--- config.mk ---
export PLATFORM = sky130hd
export DESIGN_NAME = rcb_bank_access
export DESIGN_NICKNAME = d
export VERILOG_FILES = /design/src/hw/rcb_pkg.sv /design/src/hw/rcb_port_decode.sv /design/src/hw/rcb_bank_access.sv
export SDC_FILE = /design/constraint.sdc
export NUM_CORES = 2
export LEC_CHECK = 0
export ABC_AREA = 0
export BUFFER_PORTS_ARGS = -buffer_cell sky130_fd_sc_hd__buf_2
export CAP_MARGIN = 0
export CORE_MARGIN = 2
export CORE_UTILIZATION = 30
export DETAILED_ROUTE_END_ITERATION = 8
export PLACE_DENSITY = 0.51
export SLEW_MARGIN = 30
export SYNTH_ARGS = -nofsm -noshare
export SYNTH_HDL_FRONTEND = slang
export SYNTH_SLANG_ARGS = --single-unit
--- constraint.sdc ---
create_clock -name clock -period 16.1 [get_ports clock]
set_input_delay 0.805 -clock clock [delete_from_list [all_inputs] [get_ports clock]]
set_output_delay 0.805 -clock clock [all_outputs]
set_load 0.1 [all_outputs]
--- src/hw/rcb_pkg.sv ---
`default_nettype none
package rcb_pkg;
    // ----------------------------------------
    // widths
    // ----------------------------------------
    localparam int ADDR_W = 16;
    localparam int DATA_W = 8;
    localparam int IDX_W = 7;

    // ----------------------------------------
    // configuration indexes
    // ----------------------------------------
    localparam logic [7:0] CFG_ACTIVATE = 8'h30;
    localparam logic [7:0] CFG_B0_HIGH = 8'h60;
    localparam logic [7:0] CFG_B0_LOW = 8'h61;
    localparam logic [7:0] CFG_B1_HIGH = 8'h62;
    localparam logic [7:0] CFG_B1_LOW = 8'h63;
    localparam logic [7:0] CFG_SHADOW = 8'hF1;

    // ----------------------------------------
    // reset values
    // ----------------------------------------
    localparam logic [7:0] RST_ACTIVATE = 8'h00;
    localparam logic [7:0] RST_B0_HIGH = 8'h00;
    localparam logic [7:0] RST_B0_LOW = 8'h70;
    localparam logic [7:0] RST_B1_HIGH = 8'h00;
    localparam logic [7:0] RST_B1_LOW = 8'h74;
    localparam logic [7:0] RST_INDEX = 8'h00;
    localparam logic [7:0] RST_CTRL = 8'h00;

    // ----------------------------------------
    // field layout
    // ----------------------------------------
    localparam int ACT_BANK0_BIT = 0;
    localparam int ACT_BANK1_BIT = 1;
    localparam logic [7:0] ACT_MASK = 8'h03;
    localparam logic [7:0] HIGH_MASK = 8'h0F;
    localparam logic [7:0] LOW_MASK = 8'hFE;
    localparam logic [15:0] B0_DATA_OFS = 16'h0001;
    localparam logic [15:0] B1_DATA_OFS = 16'h0002;

    // ----------------------------------------
    // bank index map
    // ----------------------------------------
    localparam logic [6:0] IDX_CTRL_A = 7'h0A;
    localparam logic [6:0] IDX_CTRL_B = 7'h0B;
    localparam logic [6:0] IDX_CTRL_C = 7'h0C;
    localparam logic [6:0] IDX_CTRL_D = 7'h0D;
    localparam logic [6:0] IDX_CENTURY = 7'h32;
    localparam logic [6:0] IDX_SHARED = 7'h7F;
    localparam logic [7:0] CTRL_A_WMASK = 8'h7F;
    localparam logic [7:0] CTRL_B_WMASK = 8'hFE;
    localparam logic [7:0] CTRL_D_WMASK = 8'h3F;
    localparam logic [7:0] CTRL_D_VALID = 8'h80;

    // ----------------------------------------
    // run-time port select
    // ----------------------------------------
    typedef enum logic [1:0] {
        RCB_B0_INDEX,
        RCB_B0_DATA,
        RCB_B1_INDEX,
        RCB_B1_DATA
    } rcb_port_t;
endpackage
`default_nettype wire

--- src/hw/rcb_port_decode.sv ---
`timescale 1ns/1ps
`default_nettype none
module rcb_port_decode #(
    parameter logic [15:0] DATA_OFS = 16'h0001
) (
    // bank enable and base
    input wire logic enable,
    input wire logic [7:0] baseHigh,
    input wire logic [7:0] baseLow,
    // host address
    input wire logic [rcb_pkg::ADDR_W-1:0] ioAddr,
    // hits
    output logic indexHit,
    output logic dataHit
);
    import rcb_pkg::*;

    // ----------------------------------------
    // checks
    // ----------------------------------------
    if (DATA_OFS == 16'h0000 || ADDR_W != 16) begin : g_bad
        $error("rcb_port_decode: data offset or address width unsupported");
    end

    // base from A11..A1, upper address bits zero
    function automatic logic [15:0] portBase(input logic [7:0] hi, input logic [7:0] lo);
        portBase = {4'h0, hi[3:0], lo[7:1], 1'b0};
    endfunction

    logic [15:0] base;

    // ----------------------------------------
    // decode
    // ----------------------------------------
    // index at base, data at base plus offset
    assign base = portBase(baseHigh, baseLow);
    assign indexHit = enable && (ioAddr == base);
    assign dataHit = enable && (ioAddr == base + DATA_OFS);
endmodule
`default_nettype wire

--- src/hw/rcb_bank_access.sv ---
// Summary of operation
// - Bank-0 clock and memory ports decode only while activate bit 0 set.
// - Bank-1 memory ports decode only while activate bit 1 set.
// - Each bank base is A11..A1 from a high/low byte pair; masked bits zero.
// - Index port at base; bank-0 data at base+1, bank-1 data at base+2.
// - Index bit 7 is ignored; seven bits select the location.
// - All four index and data ports read and write; index reads back.
// - Index 0x7F of either bank is the single shared clock-control byte.
// - Bank-0 indexes 0 to 9 are the read/write time and alarm bytes.
// - Bank-0 0xA-0xD are control bytes; B bit 0 and C are read-only.
// - Bank 0 holds century at 0x32; day alarm shares control byte D.
// - Remaining bank-0 and bank-1 indexes below 0x7F are plain storage.
// - Last value written to bank-0 index reads back at config 0xF1.
// - Host and microcontroller both reach the index and data ports.
// - Clock interrupt drives a dedicated parallel interrupt-8 pin.
// - Control byte C ignores all writes.
// - Control byte D bit 7 is read-only, set only by reading D.
// - Shared control bits 7 to 1 are read-only.
`timescale 1ns/1ps
`default_nettype none
module rcb_bank_access (
    // clock and reset
    input wire logic clock,
    input wire logic rst,
    input wire logic ce,
    // host i/o cycles
    input wire logic [rcb_pkg::ADDR_W-1:0] ioAddr,
    input wire logic ioRd,
    input wire logic ioWr,
    input wire logic [rcb_pkg::DATA_W-1:0] ioWdata,
    output logic ioClaim,
    output logic [rcb_pkg::DATA_W-1:0] ioRdata,
    output logic ioRdValid,
    // configuration registers
    input wire logic [7:0] cfgIndex,
    input wire logic cfgRd,
    input wire logic cfgWr,
    input wire logic [7:0] cfgWdata,
    output logic [7:0] cfgRdata,
    output logic cfgRdValid,
    // microcontroller access
    input wire rcb_pkg::rcb_port_t mcPort,
    input wire logic mcRd,
    input wire logic mcWr,
    input wire logic [rcb_pkg::DATA_W-1:0] mcWdata,
    output logic mcReady,
    output logic [rcb_pkg::DATA_W-1:0] mcRdata,
    output logic mcRdValid,
    // timekeeping core
    input wire logic [rcb_pkg::IDX_W-1:0] coreIdx,
    input wire logic coreWr,
    input wire logic [rcb_pkg::DATA_W-1:0] coreWdata,
    output logic coreAck,
    output logic [rcb_pkg::DATA_W-1:0] coreRdata,
    input wire logic coreUip,
    input wire logic coreRegB0,
    input wire logic [7:0] coreRegC,
    input wire logic [6:0] coreSharedRo,
    input wire logic coreIrq,
    output logic [7:0] ctrlA,
    output logic [7:0] ctrlB,
    output logic [7:0] ctrlD,
    output logic sharedCtrl0,
    // interrupt pin
    output logic clockInterruptPin_n
);
    import rcb_pkg::*;

    // ----------------------------------------
    // storage
    // ----------------------------------------
    logic [7:0] mem [0:255];
    logic [7:0] activate;
    logic [7:0] b0High;
    logic [7:0] b0Low;
    logic [7:0] b1High;
    logic [7:0] b1Low;
    logic [7:0] b0Index;
    logic [7:0] b1Index;

    // ----------------------------------------
    // access path signals
    // ----------------------------------------
    logic b0IdxHit;
    logic b0DataHit;
    logic b1IdxHit;
    logic b1DataHit;
    logic hostAcc;
    logic mcAcc;
    rcb_port_t accPort;
    logic accRd;
    logic accWr;
    logic [7:0] accWdata;
    logic accBank;
    logic accData;
    logic [6:0] accIdx;
    logic [7:0] rdByte;
    logic memWrite;

    // control bytes and shared byte are not plain memory
    function automatic logic isCtrl(input logic bank, input logic [6:0] idx);
        isCtrl = (idx == IDX_SHARED) ||
            (!bank && idx >= IDX_CTRL_A && idx <= IDX_CTRL_D);
    endfunction

    // byte seen at a location, read-only parts from the core
    function automatic logic [7:0] readLoc(input logic bank, input logic [6:0] idx);
        if (idx == IDX_SHARED) begin
            readLoc = {coreSharedRo, sharedCtrl0};
        end else if (!bank && idx == IDX_CTRL_A) begin
            readLoc = {coreUip, ctrlA[6:0]};
        end else if (!bank && idx == IDX_CTRL_B) begin
            readLoc = {ctrlB[7:1], coreRegB0};
        end else if (!bank && idx == IDX_CTRL_C) begin
            readLoc = coreRegC;
        end else if (!bank && idx == IDX_CTRL_D) begin
            readLoc = ctrlD;
        end else begin
            readLoc = mem[{bank, idx}];
        end
    endfunction

    // ----------------------------------------
    // port decode
    // ----------------------------------------
    // bank-0 decoder, enabled by activate bit 0
    rcb_port_decode #(
        .DATA_OFS(B0_DATA_OFS)
    ) u_dec0 (
        .enable(activate[ACT_BANK0_BIT]),
        .baseHigh(b0High),
        .baseLow(b0Low),
        .ioAddr(ioAddr),
        .indexHit(b0IdxHit),
        .dataHit(b0DataHit)
    );

    // bank-1 decoder, enabled by activate bit 1
    rcb_port_decode #(
        .DATA_OFS(B1_DATA_OFS)
    ) u_dec1 (
        .enable(activate[ACT_BANK1_BIT]),
        .baseHigh(b1High),
        .baseLow(b1Low),
        .ioAddr(ioAddr),
        .indexHit(b1IdxHit),
        .dataHit(b1DataHit)
    );

    // claim only decoded, active ports; host beats microcontroller
    assign hostAcc = (ioRd || ioWr) && (b0IdxHit || b0DataHit || b1IdxHit || b1DataHit);
    assign ioClaim = hostAcc;
    assign mcReady = !hostAcc;
    assign mcAcc = (mcRd || mcWr) && !hostAcc;

    // ----------------------------------------
    // access select
    // ----------------------------------------
    // one access per cycle from host or microcontroller
    always_comb begin
        accPort = mcPort;
        accRd = mcAcc && mcRd;
        accWr = mcAcc && mcWr;
        accWdata = mcWdata;
        if (hostAcc) begin
            accRd = ioRd;
            accWr = ioWr;
            accWdata = ioWdata;
            if (b0IdxHit) begin
                accPort = RCB_B0_INDEX;
            end else if (b0DataHit) begin
                accPort = RCB_B0_DATA;
            end else if (b1IdxHit) begin
                accPort = RCB_B1_INDEX;
            end else begin
                accPort = RCB_B1_DATA;
            end
        end
    end

    // bank, kind and seven-bit location of the access
    assign accBank = (accPort == RCB_B1_INDEX) || (accPort == RCB_B1_DATA);
    assign accData = (accPort == RCB_B0_DATA) || (accPort == RCB_B1_DATA);
    assign accIdx = accBank ? b1Index[6:0] : b0Index[6:0];
    assign memWrite = accWr && accData && !isCtrl(accBank, accIdx);

    // index ports read back whole; data ports read the location
    always_comb begin
        if (accData) begin
            rdByte = readLoc(accBank, accIdx);
        end else begin
            rdByte = accBank ? b1Index : b0Index;
        end
    end

    // ----------------------------------------
    // index registers
    // ----------------------------------------
    // bank-0 index, also the shadow copy
    always_ff @(posedge clock) begin
        if (rst) begin
            b0Index <= RST_INDEX;
        end else if (ce && accWr && accPort == RCB_B0_INDEX) begin
            b0Index <= accWdata;
        end
    end

    // bank-1 index
    always_ff @(posedge clock) begin
        if (rst) begin
            b1Index <= RST_INDEX;
        end else if (ce && accWr && accPort == RCB_B1_INDEX) begin
            b1Index <= accWdata;
        end
    end

    // ----------------------------------------
    // memory array
    // ----------------------------------------
    // shared byte lives outside the array, so both banks see one copy
    always_ff @(posedge clock) begin
        if (ce) begin
            if (memWrite) begin
                mem[{accBank, accIdx}] <= accWdata;
            end else if (coreWr && !isCtrl(1'b0, coreIdx)) begin
                mem[{1'b0, coreIdx}] <= coreWdata;
            end
        end
    end

    // core sees its write taken when no port write collides
    assign coreAck = ce && coreWr && !memWrite;

    // core read of bank-0 time bytes
    always_ff @(posedge clock) begin
        if (rst) begin
            coreRdata <= RST_CTRL;
        end else if (ce) begin
            coreRdata <= mem[{1'b0, coreIdx}];
        end
    end

    // ----------------------------------------
    // control bytes
    // ----------------------------------------
    // control A, update flag bit comes from the core
    always_ff @(posedge clock) begin
        if (rst) begin
            ctrlA <= RST_CTRL;
        end else if (ce && accWr && accData && !accBank && accIdx == IDX_CTRL_A) begin
            ctrlA <= accWdata & CTRL_A_WMASK;
        end
    end

    // control B, bit 0 held read-only
    always_ff @(posedge clock) begin
        if (rst) begin
            ctrlB <= RST_CTRL;
        end else if (ce && accWr && accData && !accBank && accIdx == IDX_CTRL_B) begin
            ctrlB <= accWdata & CTRL_B_WMASK;
        end
    end

    // control C takes no write at all; its value is the core's

    // control D: valid flag set by a read, day alarm in low bits
    always_ff @(posedge clock) begin
        if (rst) begin
            ctrlD <= RST_CTRL;
        end else if (ce && accData && !accBank && accIdx == IDX_CTRL_D) begin
            if (accWr) begin
                ctrlD <= (ctrlD & ~CTRL_D_WMASK) | (accWdata & CTRL_D_WMASK);
            end
            if (accRd) begin
                ctrlD <= ctrlD | CTRL_D_VALID;
            end
        end
    end

    // shared control, only bit 0 writable
    always_ff @(posedge clock) begin
        if (rst) begin
            sharedCtrl0 <= 1'b0;
        end else if (ce && accWr && accData && accIdx == IDX_SHARED) begin
            sharedCtrl0 <= accWdata[0];
        end
    end

    // ----------------------------------------
    // configuration registers
    // ----------------------------------------
    // activate and base pairs with fixed-zero bits masked
    always_ff @(posedge clock) begin
        if (rst) begin
            activate <= RST_ACTIVATE;
            b0High <= RST_B0_HIGH;
            b0Low <= RST_B0_LOW;
            b1High <= RST_B1_HIGH;
            b1Low <= RST_B1_LOW;
        end else if (ce && cfgWr) begin
            case (cfgIndex)
                CFG_ACTIVATE: activate <= cfgWdata & ACT_MASK;
                CFG_B0_HIGH: b0High <= cfgWdata & HIGH_MASK;
                CFG_B0_LOW: b0Low <= cfgWdata & LOW_MASK;
                CFG_B1_HIGH: b1High <= cfgWdata & HIGH_MASK;
                CFG_B1_LOW: b1Low <= cfgWdata & LOW_MASK;
                default: ;
            endcase
        end
    end

    // configuration read-back, unknown indexes read zero
    always_ff @(posedge clock) begin
        if (rst) begin
            cfgRdata <= RST_CTRL;
            cfgRdValid <= 1'b0;
        end else if (ce) begin
            cfgRdValid <= cfgRd;
            case (cfgIndex)
                CFG_ACTIVATE: cfgRdata <= activate;
                CFG_B0_HIGH: cfgRdata <= b0High;
                CFG_B0_LOW: cfgRdata <= b0Low;
                CFG_B1_HIGH: cfgRdata <= b1High;
                CFG_B1_LOW: cfgRdata <= b1Low;
                CFG_SHADOW: cfgRdata <= b0Index;
                default: cfgRdata <= RST_CTRL;
            endcase
        end
    end

    // ----------------------------------------
    // read answers
    // ----------------------------------------
    // host answer one cycle after the claimed read
    always_ff @(posedge clock) begin
        if (rst) begin
            ioRdata <= RST_CTRL;
            ioRdValid <= 1'b0;
        end else if (ce) begin
            ioRdValid <= hostAcc && ioRd;
            if (hostAcc && ioRd) begin
                ioRdata <= rdByte;
            end
        end
    end

    // microcontroller answer one cycle after its read is taken
    always_ff @(posedge clock) begin
        if (rst) begin
            mcRdata <= RST_CTRL;
            mcRdValid <= 1'b0;
        end else if (ce) begin
            mcRdValid <= mcAcc && mcRd;
            if (mcAcc && mcRd) begin
                mcRdata <= rdByte;
            end
        end
    end

    // ----------------------------------------
    // interrupt pin
    // ----------------------------------------
    // dedicated active-low parallel pin, released in reset
    always_ff @(posedge clock) begin
        if (rst) begin
            clockInterruptPin_n <= 1'b1;
        end else if (ce) begin
            clockInterruptPin_n <= !coreIrq;
        end
    end
endmodule
`default_nettype wire

==> flow_summary.toml <==
[run_status]
status = "finished, final reports clean"

[setup_path]
rrSetupSlack_ns = 7.30
rr_startpoint = "b1Low[1]"
crit_type = "flop to flop"
arrival_ns = 9.36
rr_worst_depth = 17
required_ns = 16.66
timing.rr.end = "mem[10][4]"
crit_path_end_kind = "flop"
cp_max_fo = 123
critPathLaunchType = "flop"

[power_and_ir_drop]
power_uw = 12500
vdd_ir_drop_max_v = 0.00008366
cellLeakagePower_uw = 0.03549
power_density_mw_per_mm2 = 113.5

[global_route]
grt_util_met2_pct = 36.19
grt_use_met3_pct = 5.915
grt_max_degree = 167
grt_pass1_vias = 65540
grt_first_pass_wirelength_mm = 550.9
gr-total-overflow = 0
use_met1_pct = 32.01
grt_usage_pct = 24.07
antenna_found_initial = 48
gr-max-usage-layer = "met2"

[drt]
drc = 0
post_drt_wl_per_cell_um = 33.75
vias = 70780
drtIter0Drc = 10740
viasPerCell = 5.893
route.final.wire_length_mm = 405.4
antenna_left = 0
drt_first_pass_iters = 7

[clocking]
clk_path_buf_depth = 4
cts_root_buf = "clkbuf_16"
cts_tree = "built"
holdBufCountCts = 0
cts_sinks = 2146
ctsResizeCount = 0
postCtsSetupRepairBufs = 0
numCtsBuffers = 230
insertion_delay_ns = 0.92
clk_pin_slew_ns = 0.07
cts-htree-levels = 4

[cells_and_area]
drive_gt1_share_pct = 14.45
fill_cells = 31160
nets = 7594
syn2layout_area_growth_pct = 14.31
design_area_mm2 = 0.1102
final_cells = 12010

[timing]
max_freq_ghz = 0.1137
worstMarginPinSlew_ns = 1.197
finClkSkew_ns = 0.05928
slew_violations = 0
slew_headroom_pct = 20.18
finalSetupTns_ns = 0
final-hold-violation-count = 0
grt_setup_unrepaired = "false"
whs_ns = 0.1277
finalSetupViolations = 0
period_needed_ns = 8.797
post-route-period-util_pct = 54.64

[floorplanning]
die_w_um = 570.8
dieArea_mm2 = 0.3258
start_util_pct = 30.08
ioPinCount = 157
coreArea_mm2 = 0.3204
die_h_um = 570.8
rows = 208

[logic_synthesis]
async_reset_ff_share_pct = 0
syn_area_per_cell_um2 = 13.03
yosysWarnings = 0
yosys.area_share.simple_pct = 11.84
synth_compound_area_share_pct = 9.739
synth.distinct_cells = 102
synth-xor-area-share_pct = 0.2804
syn_inst = 7399
ys_seq_area_share_pct = 65.85
synth.cell_area_mm2 = 0.09638
synth_fa_ha_area_share_pct = 0.01298
muxShareOfSynthArea_pct = 9.542
synth_top_family_by_area = "simple AND/OR/NAND/NOR gates"
ys_ff_latch = 2146
synth_edf_count = 2048
ys.flop_type = "edfxtp_1"

[placement]
place_area_mm2 = 0.1026
portBuffers = 153
dp_cells = 11570
hpwl_mm = 254.9
place_congestion = 0.9422

[min_path]
min_from = "cfgRd"
holdPathStages = 3
holdPathEnd = "cfgRdValid"
min-delay-path-class = "input pin to flop"

[run]
maxCapViolations = 0
-- critical path: stages (launching register included) --
cell and delay (ns):
dfxtp_1 0.53, ha_1 0.53, inv_1 0.19, or4_1 0.52, a21oi_1 0.31, o2bb2ai_2 0.28
o21ai_1 0.84, nand2_1 0.51, nand2_2 0.59, a31oi_1 0.23, nand3_1 0.25, nand3_2 0.22
inv_2 0.23, nand2_2 0.49, a21oi_4 0.89, buf_12 0.34, buf_16 0.48, buf_4 0.72
-- cell families (layout without fill, tap and decap cells) --
group                      count (synthesis)  after routing
AOI/OAI and AO/OA                       1357           1357
xor gates and xnor gates                  30             30
adders and majority gates                  1              1
buffers and inverters                    569            800
DFF                                     2146           2146
muxes                                    638            638
other                                      1             78
and+or+nand+nor                         2657           2657
-- through the flow --
step	setup slack, ns	utilization, %
final	7.303	34.39
after detailed placement	7.543	32.04
after floorplan	3.290	-
after global placement	7.891	31.97
after global routing	6.896	34.37
after CTS	7.490	34.30
-- worst max path at each step --
| stage | start | slack [ns] | end |
|---|---|---|---|
| global route | b1Low[1] | 6.90 | mem[207][3] |
| global placement | b1Low[1] | 7.89 | mem[11][3] |
| floorplan | ioAddr[13] | 3.29 | mem[0][5] |
| detailed placement | b1Low[1] | 7.54 | mem[11][3] |
| CTS | b1Low[1] | 7.49 | mem[2][7] |
| finish | b1Low[1] | 7.30 | mem[10][4] |
-- synth_stat cells, types with 72 or more instances --
| cell type | n | area share (%) |
|---|---|---|
| a31oi_1 | 87 | 0.56 |
| mux4_2 | 221 | 5.2 |
| o21ai_0 | 84 | 0.44 |
| o221ai_1 | 86 | 0.78 |
| nand2_1 | 1400 | 5.5 |
| mux2i_1 | 381 | 4.0 |
| edfxtp_1 | 2048 | 64 |
| a21oi_1 | 425 | 2.2 |
| a22oi_1 | 126 | 0.98 |
| nand3_1 | 466 | 2.4 |
| dfxtp_1 | 98 | 2.0 |
| nand4_1 | 72 | 0.47 |
| nor2_1 | 476 | 1.9 |
| clkbuf_1 | 193 | 0.75 |
| buf_2 | 253 | 1.3 |
-- state kept, by name, summed over array words and instances, names as in the netlist, 2 cells and up --
signal	flops
b1Low	7
ctrlD	7
b0High	4
ctrlA	7
b0Index	8
coreRdata	8
mcRdata	8
activate	2
b1High	4
ioRdata	8
b0Low	7
ctrlB	7
mem	2048
cfgRdata	8
b1Index	8
-- per-layer routing --
metal  wire [µm]  vias up
met3       47800      984
met2      177700     4892
li1            -    28740
met5         213        -
met4       23770       32
met1      155900    36140
-- final cells by class --
class / instances / area, µm² / share of cell area (%)
multi-input cells: 4734 / 31220 / 28.33
well taps: 4305 / 5386 / 4.889
flip-flops and latches: 2146 / 63460 / 57.60
clock buffers: 290 / 6026 / 5.469
diodes: 27 / 67.56 / 0.06133
inverters: 19 / 73.82 / 0.06701
clock inverters: 122 / 1209 / 1.097
repair buffers: 369 / 2731 / 2.479
-- cells in the final DEF, fill, tap and decap left out, drive strengths merged, types with 29 or more instances in the layout --
master  instances
nand4          73
a211oi         57
mux2           36
edfxtp       2048
a22oi         126
clkbuf        291
nor4           29
a21oi         426
and3           60
buf           368
o22ai          71
o21ai          90
mux2i         381
nand2        1402
dfxtp          98
o221ai         86
nand3         468
a221oi         57
mux4          221
o211ai         35
a32oi          36
a31oi          89
nor2          478
nor3           46
conb           51
clkinv         83
-- power by group --
group | leakage [µW] | total (µW) | internal (µW) | switching (µW)
Combinational | 0.0128 | 1020 | 247 | 775
Clock | 0.00352 | 5280 | 3000 | 2270
Sequential | 0.0192 | 6200 | 6190 | 13.5
No activity file was read; power rests on OpenSTA's default activity.
